<file path="src/rtl/uec_pkg.sv">
package uec_pkg;
   localparam logic [7:0] CMD_ADDR_EN    = 8'hd0;
   localparam logic [7:0] CMD_EP_EN      = 8'hd8;
   localparam logic [7:0] CMD_SET_MODE   = 8'hf3;
   localparam logic [7:0] CMD_READ_IRQ   = 8'hf4;
   localparam logic [7:0] CMD_FRAME      = 8'hf5;
   localparam logic [7:0] CMD_READ_BUF   = 8'hf0;
   localparam logic [7:0] CMD_SELECT_EP  = 8'h00;
   localparam logic [7:0] CMD_EP_STATUS  = 8'h40;
   localparam int         EP_COUNT       = 6;
   localparam int         BUF_BYTES      = 10;
   localparam int         ADDR_EN_BIT    = 7;
   localparam logic [7:0] ADDR_EN_RESET  = 8'h00;
   localparam logic [7:0] MODE_RESET     = 8'h00;
   localparam int         CLK_MHZ        = 250;
   localparam int         SUSPEND_US     = 2000;
   localparam int         SUSPEND_CYCLES = SUSPEND_US * CLK_MHZ;
   localparam int         STABLE_CYCLES  = 2048;
   localparam logic [1:0] OFF_CMD        = 2'h0;
   localparam logic [1:0] OFF_DATA       = 2'h1;
   localparam logic [1:0] OFF_STATUS     = 2'h2;
   typedef enum logic [1:0] {UEC_IDLE, UEC_HAVE_CMD, UEC_IN_DATA} uec_phase_t;
   typedef enum logic [1:0] {UEC_AWAKE, UEC_SUSP_WAIT, UEC_ASLEEP, UEC_STABILISE} uec_pwr_t;
endpackage

</file>
<file path="src/rtl/uec_command_port.sv">
`timescale 1ns/1ps
// Summary of operation
// - clock-on falls 2 ms after suspend detect
// - power-down stops oscillator while clock-on is low
// - clock-on rise restarts oscillator, 2048-cycle count
// - count end raises irq one line
// - command byte then optional data cycles
// - ready high when previous action completed
// - per-endpoint flags, interrupt is their OR with the bus-reset flag
// - D0h writes/reads address and enable
// - function powers up disabled
// - D8h writes/reads non-default endpoint enable
// - bus reset clears endpoint enable
// - 00h+index selects endpoint, optional status read
// - 40h+index reads or sets endpoint status
// - F5h frame number, F3h mode write
// - F4h reads interrupt register, clears bus-reset interrupt
// - F0h reads buffer, pointer increments, ten max
module uec_command_port import uec_pkg::*; #(
   parameter int SUSPEND_DELAY = SUSPEND_CYCLES
) (
   input  wire logic                clock_in,
   input  wire logic                rst_b_in,
   input  wire logic [1:0]          addr_in,
   input  wire logic [7:0]          wdata_in,
   input  wire logic                wr_in,
   input  wire logic                rd_in,
   output logic      [7:0]          rdata_out,
   input  wire logic                bus_reset_in,
   input  wire logic                suspend_detect_in,
   input  wire logic                powerdown_in,
   input  wire logic                irq_source_select_in,
   input  wire logic [EP_COUNT-1:0] ep_event_in,
   input  wire logic [7:0]          ep_event_status_in,
   input  wire logic [10:0]         frame_number_in,
   output logic [$clog2(EP_COUNT)-1:0] ep_select_out,
   output logic [3:0]               buf_ptr_out,
   input  wire logic [7:0]          buf_byte_in,
   input  wire logic [EP_COUNT-1:0] ep_full_in,
   output logic [7:0]               address_enable_out,
   output logic                     ep_enable_out,
   output logic [7:0]               mode_out,
   output logic [EP_COUNT-1:0]      ep_stall_out,
   output logic                     engine_ready_out,
   output logic                     engine_irq_out,
   output logic                     suspend_detect_out,
   output logic                     clock_on_out,
   output logic                     osc_enable_out,
   output logic                     cpu_ext_irq_one_n_out
);
   localparam int EPW = $clog2(EP_COUNT);
   // only the suspend line needs a third stage, for its edge detector
   logic [1:0] bus_reset_sync, pd_sync;
   logic [2:0] susp_sync;
   always_ff @(posedge clock_in or negedge rst_b_in) begin
      if (!rst_b_in) begin
         bus_reset_sync <= 2'h0;
         susp_sync      <= 3'h0;
         pd_sync        <= 2'h0;
      end else begin
         bus_reset_sync <= {bus_reset_sync[0], bus_reset_in};
         susp_sync      <= {susp_sync[1:0], suspend_detect_in};
         pd_sync        <= {pd_sync[0], powerdown_in};
      end
   end
   logic bus_reset, susp_lvl, susp_rise, pd_lvl;
   assign bus_reset = bus_reset_sync[1];
   assign susp_lvl  = susp_sync[1];
   assign susp_rise = susp_sync[1] & ~susp_sync[2];
   assign pd_lvl    = pd_sync[1];

   // command decoding
   uec_phase_t       phase, next_phase;
   logic [7:0]       cmd, next_cmd;
   logic [7:0]       addr_en, next_addr_en;
   logic             ep_en, next_ep_en;
   logic [7:0]       mode, next_mode;
   logic [EPW-1:0]   ep_sel, next_ep_sel;
   logic [3:0]       ptr, next_ptr;
   logic             frame_hi, next_frame_hi;
   logic [EP_COUNT-1:0] flags, next_flags, stall, next_stall;
   logic             reset_irq, next_reset_irq;
   logic [7:0]       ep_status [EP_COUNT];
   logic [7:0]       next_ep_status [EP_COUNT];
   logic [7:0]       rdata, next_rdata;
   logic             is_rd, is_wr, ep_cmd_sel, ep_cmd_stat;
   logic [EPW-1:0]   cmd_ep;

   assign is_wr       = wr_in && addr_in == OFF_DATA;
   assign is_rd       = rd_in && addr_in == OFF_DATA;
   assign cmd_ep      = cmd[EPW-1:0];
   assign ep_cmd_sel  = cmd[7:6] == 2'b00 && 32'(cmd[5:0]) < EP_COUNT;
   assign ep_cmd_stat = cmd[7:6] == 2'b01 && 32'(cmd[5:0]) < EP_COUNT;

   always_comb begin
      next_phase     = phase;
      next_cmd       = cmd;
      next_addr_en   = addr_en;
      next_ep_en     = ep_en;
      next_mode      = mode;
      next_ep_sel    = ep_sel;
      next_ptr       = ptr;
      next_frame_hi  = frame_hi;
      next_flags     = flags & ~ep_event_in;
      next_stall     = stall;
      next_reset_irq = reset_irq;
      next_rdata     = 8'h00;
      if (wr_in && addr_in == OFF_CMD) begin
         next_cmd      = wdata_in;
         next_phase    = UEC_HAVE_CMD;
         next_frame_hi = 1'b0;
         if (wdata_in[7:6] == 2'b00 && 32'(wdata_in[5:0]) < EP_COUNT) begin
            next_ep_sel = wdata_in[EPW-1:0];
            next_ptr    = 4'h0;
         end
      end else if (is_wr && phase != UEC_IDLE) begin
         next_phase = UEC_IN_DATA;
         if (cmd == CMD_ADDR_EN) begin
            next_addr_en = wdata_in;
         end else if (cmd == CMD_EP_EN) begin
            next_ep_en = wdata_in[0];
         end else if (cmd == CMD_SET_MODE) begin
            next_mode = wdata_in;
         end else if (ep_cmd_stat) begin
            next_stall[cmd_ep] = wdata_in[0];
         end
      end else if (is_rd && phase != UEC_IDLE) begin
         next_phase = UEC_IN_DATA;
         if (cmd == CMD_ADDR_EN) begin
            next_rdata = addr_en;
         end else if (cmd == CMD_EP_EN) begin
            next_rdata = {7'h00, ep_en};
         end else if (cmd == CMD_READ_IRQ) begin
            next_rdata     = 8'(flags);
            next_reset_irq = 1'b0;
         end else if (cmd == CMD_FRAME) begin
            next_rdata    = frame_hi ? {5'h00, frame_number_in[10:8]} : frame_number_in[7:0];
            next_frame_hi = 1'b1;
         end else if (cmd == CMD_READ_BUF) begin
            next_rdata = buf_byte_in;
            if (32'(ptr) < BUF_BYTES) begin
               next_ptr = ptr + 4'h1;
            end
         end else if (ep_cmd_sel) begin
            next_rdata = {7'h00, ep_full_in[cmd_ep]};
         end else if (ep_cmd_stat) begin
            next_rdata         = ep_status[cmd_ep];
            next_flags[cmd_ep] = 1'b0;
         end
      end else if (rd_in && addr_in == OFF_STATUS) begin
         next_rdata = {6'h00, engine_irq_out, engine_ready_out};
      end
      next_flags = next_flags | ep_event_in;
      if (bus_reset) begin
         next_ep_en        = 1'b0;
         next_addr_en[ADDR_EN_BIT] = 1'b0;
         next_reset_irq    = 1'b1;
      end
   end

   always_ff @(posedge clock_in or negedge rst_b_in) begin
      if (!rst_b_in) begin
         phase     <= UEC_IDLE;
         cmd       <= 8'h00;
         addr_en   <= ADDR_EN_RESET;
         ep_en     <= 1'b0;
         mode      <= MODE_RESET;
         ep_sel    <= '0;
         ptr       <= 4'h0;
         frame_hi  <= 1'b0;
         flags     <= '0;
         stall     <= '0;
         reset_irq <= 1'b0;
         rdata     <= 8'h00;
      end else begin
         phase     <= next_phase;
         cmd       <= next_cmd;
         addr_en   <= next_addr_en;
         ep_en     <= next_ep_en;
         mode      <= next_mode;
         ep_sel    <= next_ep_sel;
         ptr       <= next_ptr;
         frame_hi  <= next_frame_hi;
         flags     <= next_flags;
         stall     <= next_stall;
         reset_irq <= next_reset_irq;
         rdata     <= next_rdata;
      end
   end

   // last-transaction status per endpoint, captured on each event
   always_comb begin
      next_ep_status = ep_status;
      for (int i = 0; i < EP_COUNT; i++) begin
         if (ep_event_in[i]) begin
            next_ep_status[i] = ep_event_status_in;
         end
      end
   end

   // cleared at reset so a status read before any event is not unknown
   always_ff @(posedge clock_in or negedge rst_b_in) begin
      if (!rst_b_in) begin
         ep_status <= '{default: 8'h00};
      end else begin
         ep_status <= next_ep_status;
      end
   end

   // every action completes in one cycle, so ready never drops
   assign engine_ready_out   = 1'b1;
   assign engine_irq_out     = (|flags) | reset_irq;
   assign rdata_out          = rdata;
   assign address_enable_out = addr_en;
   assign ep_enable_out      = ep_en;
   assign mode_out           = mode;
   assign ep_stall_out       = stall;
   assign ep_select_out      = ep_sel;
   assign buf_ptr_out        = ptr;
   assign suspend_detect_out = susp_lvl;

   // suspend and wake sequencing
   uec_pwr_t pwr, next_pwr;
   logic     clk_on, next_clk_on, wake_edge, next_wake_edge;
   logic     susp_done, stable_done;

   uec_counter #(.LIMIT(SUSPEND_DELAY)) u_susp_cnt (
      .clock_in (clock_in),
      .rst_b_in (rst_b_in),
      .run_in   (pwr == UEC_SUSP_WAIT),
      .done_out (susp_done)
   );
   uec_counter #(.LIMIT(STABLE_CYCLES)) u_stable_cnt (
      .clock_in (clock_in),
      .rst_b_in (rst_b_in),
      .run_in   (pwr == UEC_STABILISE),
      .done_out (stable_done)
   );

   always_comb begin
      next_pwr       = pwr;
      next_clk_on    = clk_on;
      next_wake_edge = wake_edge;
      case (pwr)
         UEC_AWAKE: begin
            if (susp_rise) begin
               next_pwr       = UEC_SUSP_WAIT;
               next_wake_edge = 1'b0;
            end
         end
         UEC_SUSP_WAIT: begin
            if (!susp_lvl) begin
               next_pwr = UEC_AWAKE;
            end else if (susp_done) begin
               next_clk_on = 1'b0;
               next_pwr    = UEC_ASLEEP;
            end
         end
         UEC_ASLEEP: begin
            if (!susp_lvl) begin
               next_clk_on = 1'b1;
               next_pwr    = UEC_STABILISE;
            end
         end
         default: begin
            if (stable_done) begin
               next_wake_edge = 1'b1;
               next_pwr       = UEC_AWAKE;
            end
         end
      endcase
   end

   always_ff @(posedge clock_in or negedge rst_b_in) begin
      if (!rst_b_in) begin
         pwr       <= UEC_AWAKE;
         clk_on    <= 1'b1;
         wake_edge <= 1'b1;
      end else begin
         pwr       <= next_pwr;
         clk_on    <= next_clk_on;
         wake_edge <= next_wake_edge;
      end
   end

   assign clock_on_out = clk_on;
   // oscillator stops in power-down while clock-on is low
   assign osc_enable_out = ~(pd_lvl & ~clk_on);
   // irq one idles high; select picks restart circuit or engine interrupt
   assign cpu_ext_irq_one_n_out = irq_source_select_in ? wake_edge : ~engine_irq_out;

   a_susp_to_clkon: assert property (@(posedge clock_in) disable iff (!rst_b_in)
      $fell(clk_on) |-> $past(pwr) == UEC_SUSP_WAIT && $past(susp_lvl))
      else $error("clock-on fell outside suspend wait");
   a_wake_after_count: assert property (@(posedge clock_in) disable iff (!rst_b_in)
      $rose(wake_edge) |-> $past(stable_done))
      else $error("wake edge before stabilisation end");
   a_irq_is_or: assert property (@(posedge clock_in) disable iff (!rst_b_in)
      (flags != '0) |-> engine_irq_out)
      else $error("interrupt low with flag set");
   a_event_sets_flag: assert property (@(posedge clock_in) disable iff (!rst_b_in)
      ep_event_in[0] |=> flags[0])
      else $error("endpoint event lost");
   a_bus_reset_ep: assert property (@(posedge clock_in) disable iff (!rst_b_in)
      bus_reset |=> !ep_en)
      else $error("endpoint enable survived bus reset");
   a_rise_restarts: assert property (@(posedge clock_in) disable iff (!rst_b_in)
      $rose(clk_on) |=> pwr == UEC_STABILISE)
      else $error("no stabilise after clock-on rise");
   a_addr_write: assert property (@(posedge clock_in) disable iff (!rst_b_in)
      is_wr && phase != UEC_IDLE && cmd == CMD_ADDR_EN && !bus_reset
      && !(wr_in && addr_in == OFF_CMD) |=> addr_en == $past(wdata_in))
      else $error("address write not stored");
   a_buf_ptr_cap: assert property (@(posedge clock_in) disable iff (!rst_b_in)
      32'(ptr) <= BUF_BYTES)
      else $error("buffer pointer past end");
endmodule // uec_command_port

</file>
<file path="src/rtl/uec_counter.sv">
`timescale 1ns/1ps
module uec_counter import uec_pkg::*; #(
   parameter int LIMIT = 16
) (
   input  wire logic clock_in,
   input  wire logic rst_b_in,
   input  wire logic run_in,
   output logic      done_out
);
   logic [31:0] count;
   logic [31:0] next_count;
   always_comb begin
      next_count = 32'h0;
      if (run_in && count != 32'(LIMIT)) begin
         next_count = count + 32'h1;
      end else if (run_in) begin
         next_count = count;
      end
   end
   always_ff @(posedge clock_in or negedge rst_b_in) begin
      if (!rst_b_in) begin
         count <= 32'h0;
      end else begin
         count <= next_count;
      end
   end
   assign done_out = run_in && (count == 32'(LIMIT));
endmodule // uec_counter

</file>
<file path="config.mk">
export PLATFORM = sky130hd
export DESIGN_NAME = uec_command_port
export DESIGN_NICKNAME = d
export VERILOG_FILES = /design/src/rtl/uec_pkg.sv /design/src/rtl/uec_command_port.sv /design/src/rtl/uec_counter.sv
export SDC_FILE = /design/constraint.sdc
export NUM_CORES = 1
export LEC_CHECK = 0
export ABC_CLOCK_PERIOD_IN_PS = 2300
export BUFFER_PORTS_ARGS = -buffer_cell sky130_fd_sc_hd__buf_2
export CAP_MARGIN = 20
export CELL_PAD_IN_SITES_DETAIL_PLACEMENT = 1
export CELL_PAD_IN_SITES_GLOBAL_PLACEMENT = 2
export CORE_ASPECT_RATIO = 2
export CORE_MARGIN = 2
export CORE_UTILIZATION = 35
export DETAILED_ROUTE_END_ITERATION = 12
export GPL_ROUTABILITY_DRIVEN = 0
export PLACE_DENSITY_LB_ADDON = 0.1
export SLEW_MARGIN = 25
export SYNTH_ARGS = -nofsm -noshare
export SYNTH_HDL_FRONTEND = slang
export SYNTH_SLANG_ARGS = --single-unit
export TNS_END_PERCENT = 50
</file>
<file path="constraint.sdc">
create_clock -name clock_in -period 2.3 [get_ports clock_in]
set_clock_uncertainty 0.15 [all_clocks]
set_input_delay 0.345 -clock clock_in [delete_from_list [all_inputs] [get_ports clock_in]]
set_output_delay 0.345 -clock clock_in [all_outputs]
set_load 0.05 [all_outputs]
</file>
Word level (Yosys, flattened, before mapping)

Cells that the tools add are included.

Register bits after elaboration: 179
Bits of input ports: 57
Output and inout bits: 44
Word-level logic and storage cells: 217

Add/sub/neg operators: 3
Magnitude comparators: 6
Eq/ne operators: 33
Multiplexer cells: 84
Bitwise logic cells: 18
Reduce and logical (&&, ||, !) cells: 46

Operators by type and width:

| cell                                                                      | number |
|---|---|
| 32-bit two-way mux                                                        | 4 |
| 8-bit two-way mux                                                         | 16 |
| 32-bit by 1-bit adder with 32-bit output, second input constant           | 2 |
| 6-bit two-way mux                                                         | 10 |
| 8-bit == test, second input constant                                      | 6 |
| 4-bit two-way mux                                                         | 10 |
| 32-bit by 12-bit == test with 1-bit output, second input constant         | 1 |
| 32-bit by 19-bit == test with 1-bit output, second input constant         | 1 |
| 32-bit by 12-bit inequality test with 1-bit output, second input constant | 1 |
| 32-bit by 19-bit inequality test with 1-bit output, second input constant | 1 |
| 2-bit inequality test, second input constant                              | 15 |
| 1-bit two-way mux                                                         | 28 |
| 8-bit binary-select mux with 3-bit select                                 | 1 |
| 2-bit nonzero test                                                        | 12 |
| 2-bit two-way mux                                                         | 9 |
| 6-bit AND reduction                                                       | 3 |
| 1-bit logical AND                                                         | 14 |
| 6-bit AND                                                                 | 2 |
| 6-bit by 3-bit < comparator with 1-bit output, second input constant      | 2 |
| 6-bit inverter                                                            | 2 |
| 4-bit AND reduction                                                       | 3 |
| 1-bit inverter                                                            | 9 |
| 3-bit AND reduction                                                       | 3 |
| 9-bit AND reduction                                                       | 1 |
| other kinds (25)                                                          | 34 |

Depth between registers and ports, before layout

Word-level depth: 17
Gate-level depth with buffers: 8
Depth with buffers taken out: 7

Hierarchy

Synthesis repeated with hierarchy kept, for this count alone.

Cells, all modules: 833
Area total of the unflattened synthesis: 9024.9 µm²

By module, submodules not included:

| module                     | times used | cells an instance | area an instance (µm²) | sequential area each (µm²) |
|---|---|---|---|---|
| uec_command_port           | 1          | 460               | 5355.1                 | 2880.3 |
| uec_counter (u_stable_cnt) | 1          | 198               | 1894.3                 | 800.8 |
| uec_counter (u_susp_cnt)   | 1          | 175               | 1775.5                 | 800.8 |

Worst setup path before layout

No wires, ideal clock.

Path kind: flip-flop to output port
Start point: register flags[2]
End point: output port cpu_ext_irq_one_n_out
Data arrival time: 2.298 ns
Required time: 1.805 ns
Setup slack: -0.493 ns
Stages on the path, launching flop included: 4
Buffers on the path: 0
Cell sequence: dfrtp_1 > nor4_1 > nand2_1 > o21ai_0

Cells in the longest elaborated chain, start to end: 4

RTL lines:

| element                | line                    | text |
|---|---|---|
| start, declared        | uec_command_port.sv:81  | `logic [EP_COUNT-1:0] flags, next_flags, stall, next_stall;` |
| start signal, assigned | uec_command_port.sv:184 | `flags <= next_flags;` |
| 6-bit OR reduction     | uec_command_port.sv:212 | `assign engine_irq_out = (\|flags) \| reset_irq;` |
| 1-bit bitwise OR       | uec_command_port.sv:212 |  |
| net engine_irq_out     | uec_command_port.sv:45  | `output logic engine_irq_out,` |
| 1-bit inverter         | uec_command_port.sv:290 | `assign cpu_ext_irq_one_n_out = irq_source_select_in ? wake_edge : ~engine_irq_out;` |
| 1-bit two-way mux      | uec_command_port.sv:290 |  |
| end, declared          | uec_command_port.sv:49  | `output logic cpu_ext_irq_one_n_out` |

The timed path passes the listed nets, and every way through them passes these cells.

Worst setup path in the final report

Start point: register cmd[0]
End point: register addr_en[0], in the netlist address_enable_out[0]

Cells in the longest elaborated chain, start to end: 2

RTL lines:

| element                              | line                    | text |
|---|---|---|
| start, declared                      | uec_command_port.sv:74  | `logic [7:0] cmd, next_cmd;` |
| start signal, assigned               | uec_command_port.sv:177 | `cmd <= next_cmd;` |
| 8-bit == test                        | uec_command_port.sv:118 | `if (cmd == CMD_ADDR_EN) begin` |
| 3-bit AND reduction (no source line) | -                       |  |
| end signal, assigned                 | uec_command_port.sv:178 | `addr_en <= next_addr_en;` |
| end, declared                        | uec_command_port.sv:75  | `logic [7:0] addr_en, next_addr_en;` |

No other way between the ends.
A chain may end at the register's enable or synchronous reset.

==> results.json <==
{
  "status": "finished clean",
  "drv_slew": 0,
  "num_vias": 6856,
  "gr-usage-met1_pct": 18.8,
  "insertion_delay_ns": 0.45,
  "synth_area_per_cell_um2": 11.0,
  "ios": 101,
  "synth_area_um2": 8940,
  "grt_max_degree": 61,
  "root_buffer": "clkbuf_16",
  "cts.clk_slew.worst_paths_ns": 0.07,
  "core_area_um2": 25000,
  "tightest_slew_ns": 0.668,
  "hp-class": "input pin to flop",
  "tns_ns": 0,
  "max-slew-margin-rel_pct": 55.5,
  "grt_pass1_wl_um": 42200,
  "crit_path_start_kind": "flop",
  "setup_violations": 0,
  "dieArea_um2": 26900,
  "yosysSeqAreaShare_pct": 50.1,
  "htree_levels": 4,
  "drive_above_1_share_pct": 31.2,
  "fp.dieW_um": 117,
  "utilization_pct": 43.6,
  "clockBufferDepth": 2,
  "ff_latch_area_um2": 4480,
  "cellLeakagePower_uw": 0.00491,
  "drc": 0,
  "routed_via_density": 5.28,
  "cts.sink_count": 179,
  "required_ns": 2.48,
  "met3_usage_pct": 3.64,
  "final_net_count": 1016,
  "crit_type": "flop to flop",
  "async_reset_ff_share_pct": 100,
  "routed_wl_um": 27200,
  "grt_util_met2_pct": 42.3,
  "grt_util_all_layers_pct": 21.2,
  "die_h_um": 230,
  "wl_per_cell_um": 20.9,
  "antennaDiodeCount": 0,
  "placed_cells": 1262,
  "syn_inst": 809,
  "synth_flop_cell": "dfrtp_1",
  "synth_top_area_share_pct": 49.6,
  "start_util_pct": 35.7,
  "drv_cap": 0,
  "period_minus_slack_ns": 2.22,
  "synth_seq_cells": 179,
  "ys.warnings.count": 0,
  "portBuffers": 99,
  "drt_pass1_iterations": 4,
  "placed_area_um2": 10200,
  "power.density_nw_per_um2": 739,
  "fin_crit_sh_pct": 96.6,
  "ys_types": 64,
  "synth_area_leaders": "dfrtp_1 50%, mux2_2 9.2%, nor2_1 3.2%",
  "hold_viol": 0,
  "grt-ovfl-total": 0,
  "final_area_um2": 10900,
  "cp_max_fo": 9,
  "rows": 82,
  "numCtsBuffers": 17,
  "multi_input_area_um2": 4270,
  "busiest_layer": "met2",
  "drtAntennaViolNets": 0,
  "stdcell_count": 1299,
  "nFillCells": 2824,
  "fmax_mhz": 450,
  "synth_edf_count": 0,
  "drt_iter0_markers": 194,
  "crit_arrival_ns": 2.40,
  "cts_tree": "yes",
  "dpl.hpwl_um": 21300,
  "grt_pass1_vias": 7681,
  "yosys.area.top_type": "dfrtp_1",
  "area_growth_pct": 22.2,
  "endpoint_kind": "flop",
  "antenna_found_initial": 0,
  "synth_nets": 875,
  "ir_drop_mv": 0.569
}
==> placed cells by master (no fill, tap or decap), types with 6 or more instances in the layout <==
cell type	netlist	layout
mux2_2	73	73
mux2_1	7	7
a211o_1	7	7
xor2_1	32	32
a32o_1	6	6
nand2_1	44	43
o21ai_0	24	23
o21ai_1	6	6
and3_1	7	7
nor2b_1	7	7
or3_1	6	6
and2_1	27	27
buf_4	2	48
inv_1	24	24
nor4_2	9	13
xnor2_1	18	18
nand4_1	22	22
nor2_1	76	76
mux2i_1	14	14
a31oi_1	6	6
nand3_1	33	33
nor3_1	17	16
ha_1	9	9
dfrtp_1	177	176
nand2b_1	16	16
buf_2	3	97
clkbuf_16	0	17
nor4_1	16	11
mux4_2	9	9
a21oi_1	17	17
==> what timing repair did <==
item | 4_1_cts | 5_1_grt
buffers inserted | 1 | 0
endpoints found under the setup margin | 2 | 5
endpoints found under the hold margin | 57 | 0
hold buffers | 4 | 0
resized for setup | 4 | 6
==> layout make-up <==
cell class                      count  area share, %
Inverter                           25          0.859
Clock buffer                       19           4.15
Sequential cell                   179           41.0
Tap cell                          336           3.85
Clock inverter                     13           1.87
Multi-Input combinational cell    572           39.1
Timing Repair Buffer              155           9.13
==> through the flow <==
stage | hold WS (ns) | power (uW) | setup slack (ns)
2_1_floorplan | -0.101 | 4260 | 0.131
3_3_place_gp | 0.187 | 4800 | 0.113
3_5_place_dp | 0.187 | 4860 | 0.0759
4_1_cts | 0.0225 | 8190 | 0.0217
5_1_grt | 0.0283 | 8410 | -0.0200
6_report | 0.0372 | 8070 | 0.0787
==> worst paths after layout <==
kind                                        start                    end  slack, ns  cells past startpoint
worst max register to register             cmd[0]  address_enable_out[0]       0.08                      4
max in group asynchronous                rst_b_in           clock_on_out       1.01                      3
worst max-delay path                       cmd[0]  address_enable_out[0]       0.08                      4
worst min register to register  bus_reset_sync[0]      bus_reset_sync[1]       0.20                      0
worst min-delay path                   addr_in[0]               phase[0]       0.04                      2
min in group asynchronous                rst_b_in         buf_ptr_out[3]       0.31                      2
==> routing by layer <==
layer / wire (um) / share of wire (%) / vias up
li1: - / - / 3168
met3: 727 / 2.7 / 62
met4: 1510 / 5.5 / 0
met1: 8890 / 33 / 3492
met5: 0 / 0 / -
met2: 16100 / 59 / 134
==> worst max-delay path, stage by stage, from the launching register on <==
cell and delay [ns]:
dfrtp_1 0.44, or3_1 0.44, or4_4 0.49, nor2_8 0.22, mux2_1 0.35
==> cells in the mapped netlist, types with 3 or more instances <==
library cell and n:
nor4_1 16, nor3_2 3, and4_1 5, dfrtp_1 177, a211o_1 7, nor3_1 17
mux2_1 7, a22oi_1 5, or4_1 3, mux4_2 9, nand2_1 44, xor2_1 32
o31ai_1 3, mux2i_1 14, clkbuf_1 27, nand3_1 33, ha_1 9, o21ai_0 24
a21boi_1 3, nor2_1 76, nand4b_1 3, nand4_1 22, o21ai_1 6, nor4b_1 3
buf_2 3, o21bai_1 4, xnor2_1 18, nor4_2 9, and2_1 27, a31oi_1 6
and3_1 7, inv_1 24, a21oi_1 17, a32o_1 6, nand2b_1 16, nor2b_1 7
nand3_2 3, mux2_2 73, or3_1 6
==> sequential cells by signal (all words and copies together), names as in the netlist, 3 cells and up <==
register	flops
ep_status	48
u_stable_cnt.count	32
u_susp_cnt.count	32
address_enable_out	8
cmd	8
mode_out	8
rdata_out	8
ep_stall_out	6
flags	6
buf_ptr_out	4
ep_select_out	3
susp_sync	3
==> kinds of logic after synthesis <==
group | synth area share (%)
buf+inv | 2.65
compound gates | 7.15
mux | 13.9
fa+ha+maj | 1.26
other cells | 0.0420
simple gates | 19.9
xor+xnor | 4.90
flops | 50.1
==> where the power goes <==
group | total (uW) | switching, uW | internal, uW
clock network | 3280 | 1290 | 1990
logic | 1330 | 793 | 539
registers | 3460 | 141 | 3320
Power figures use the tool's default switching activity.
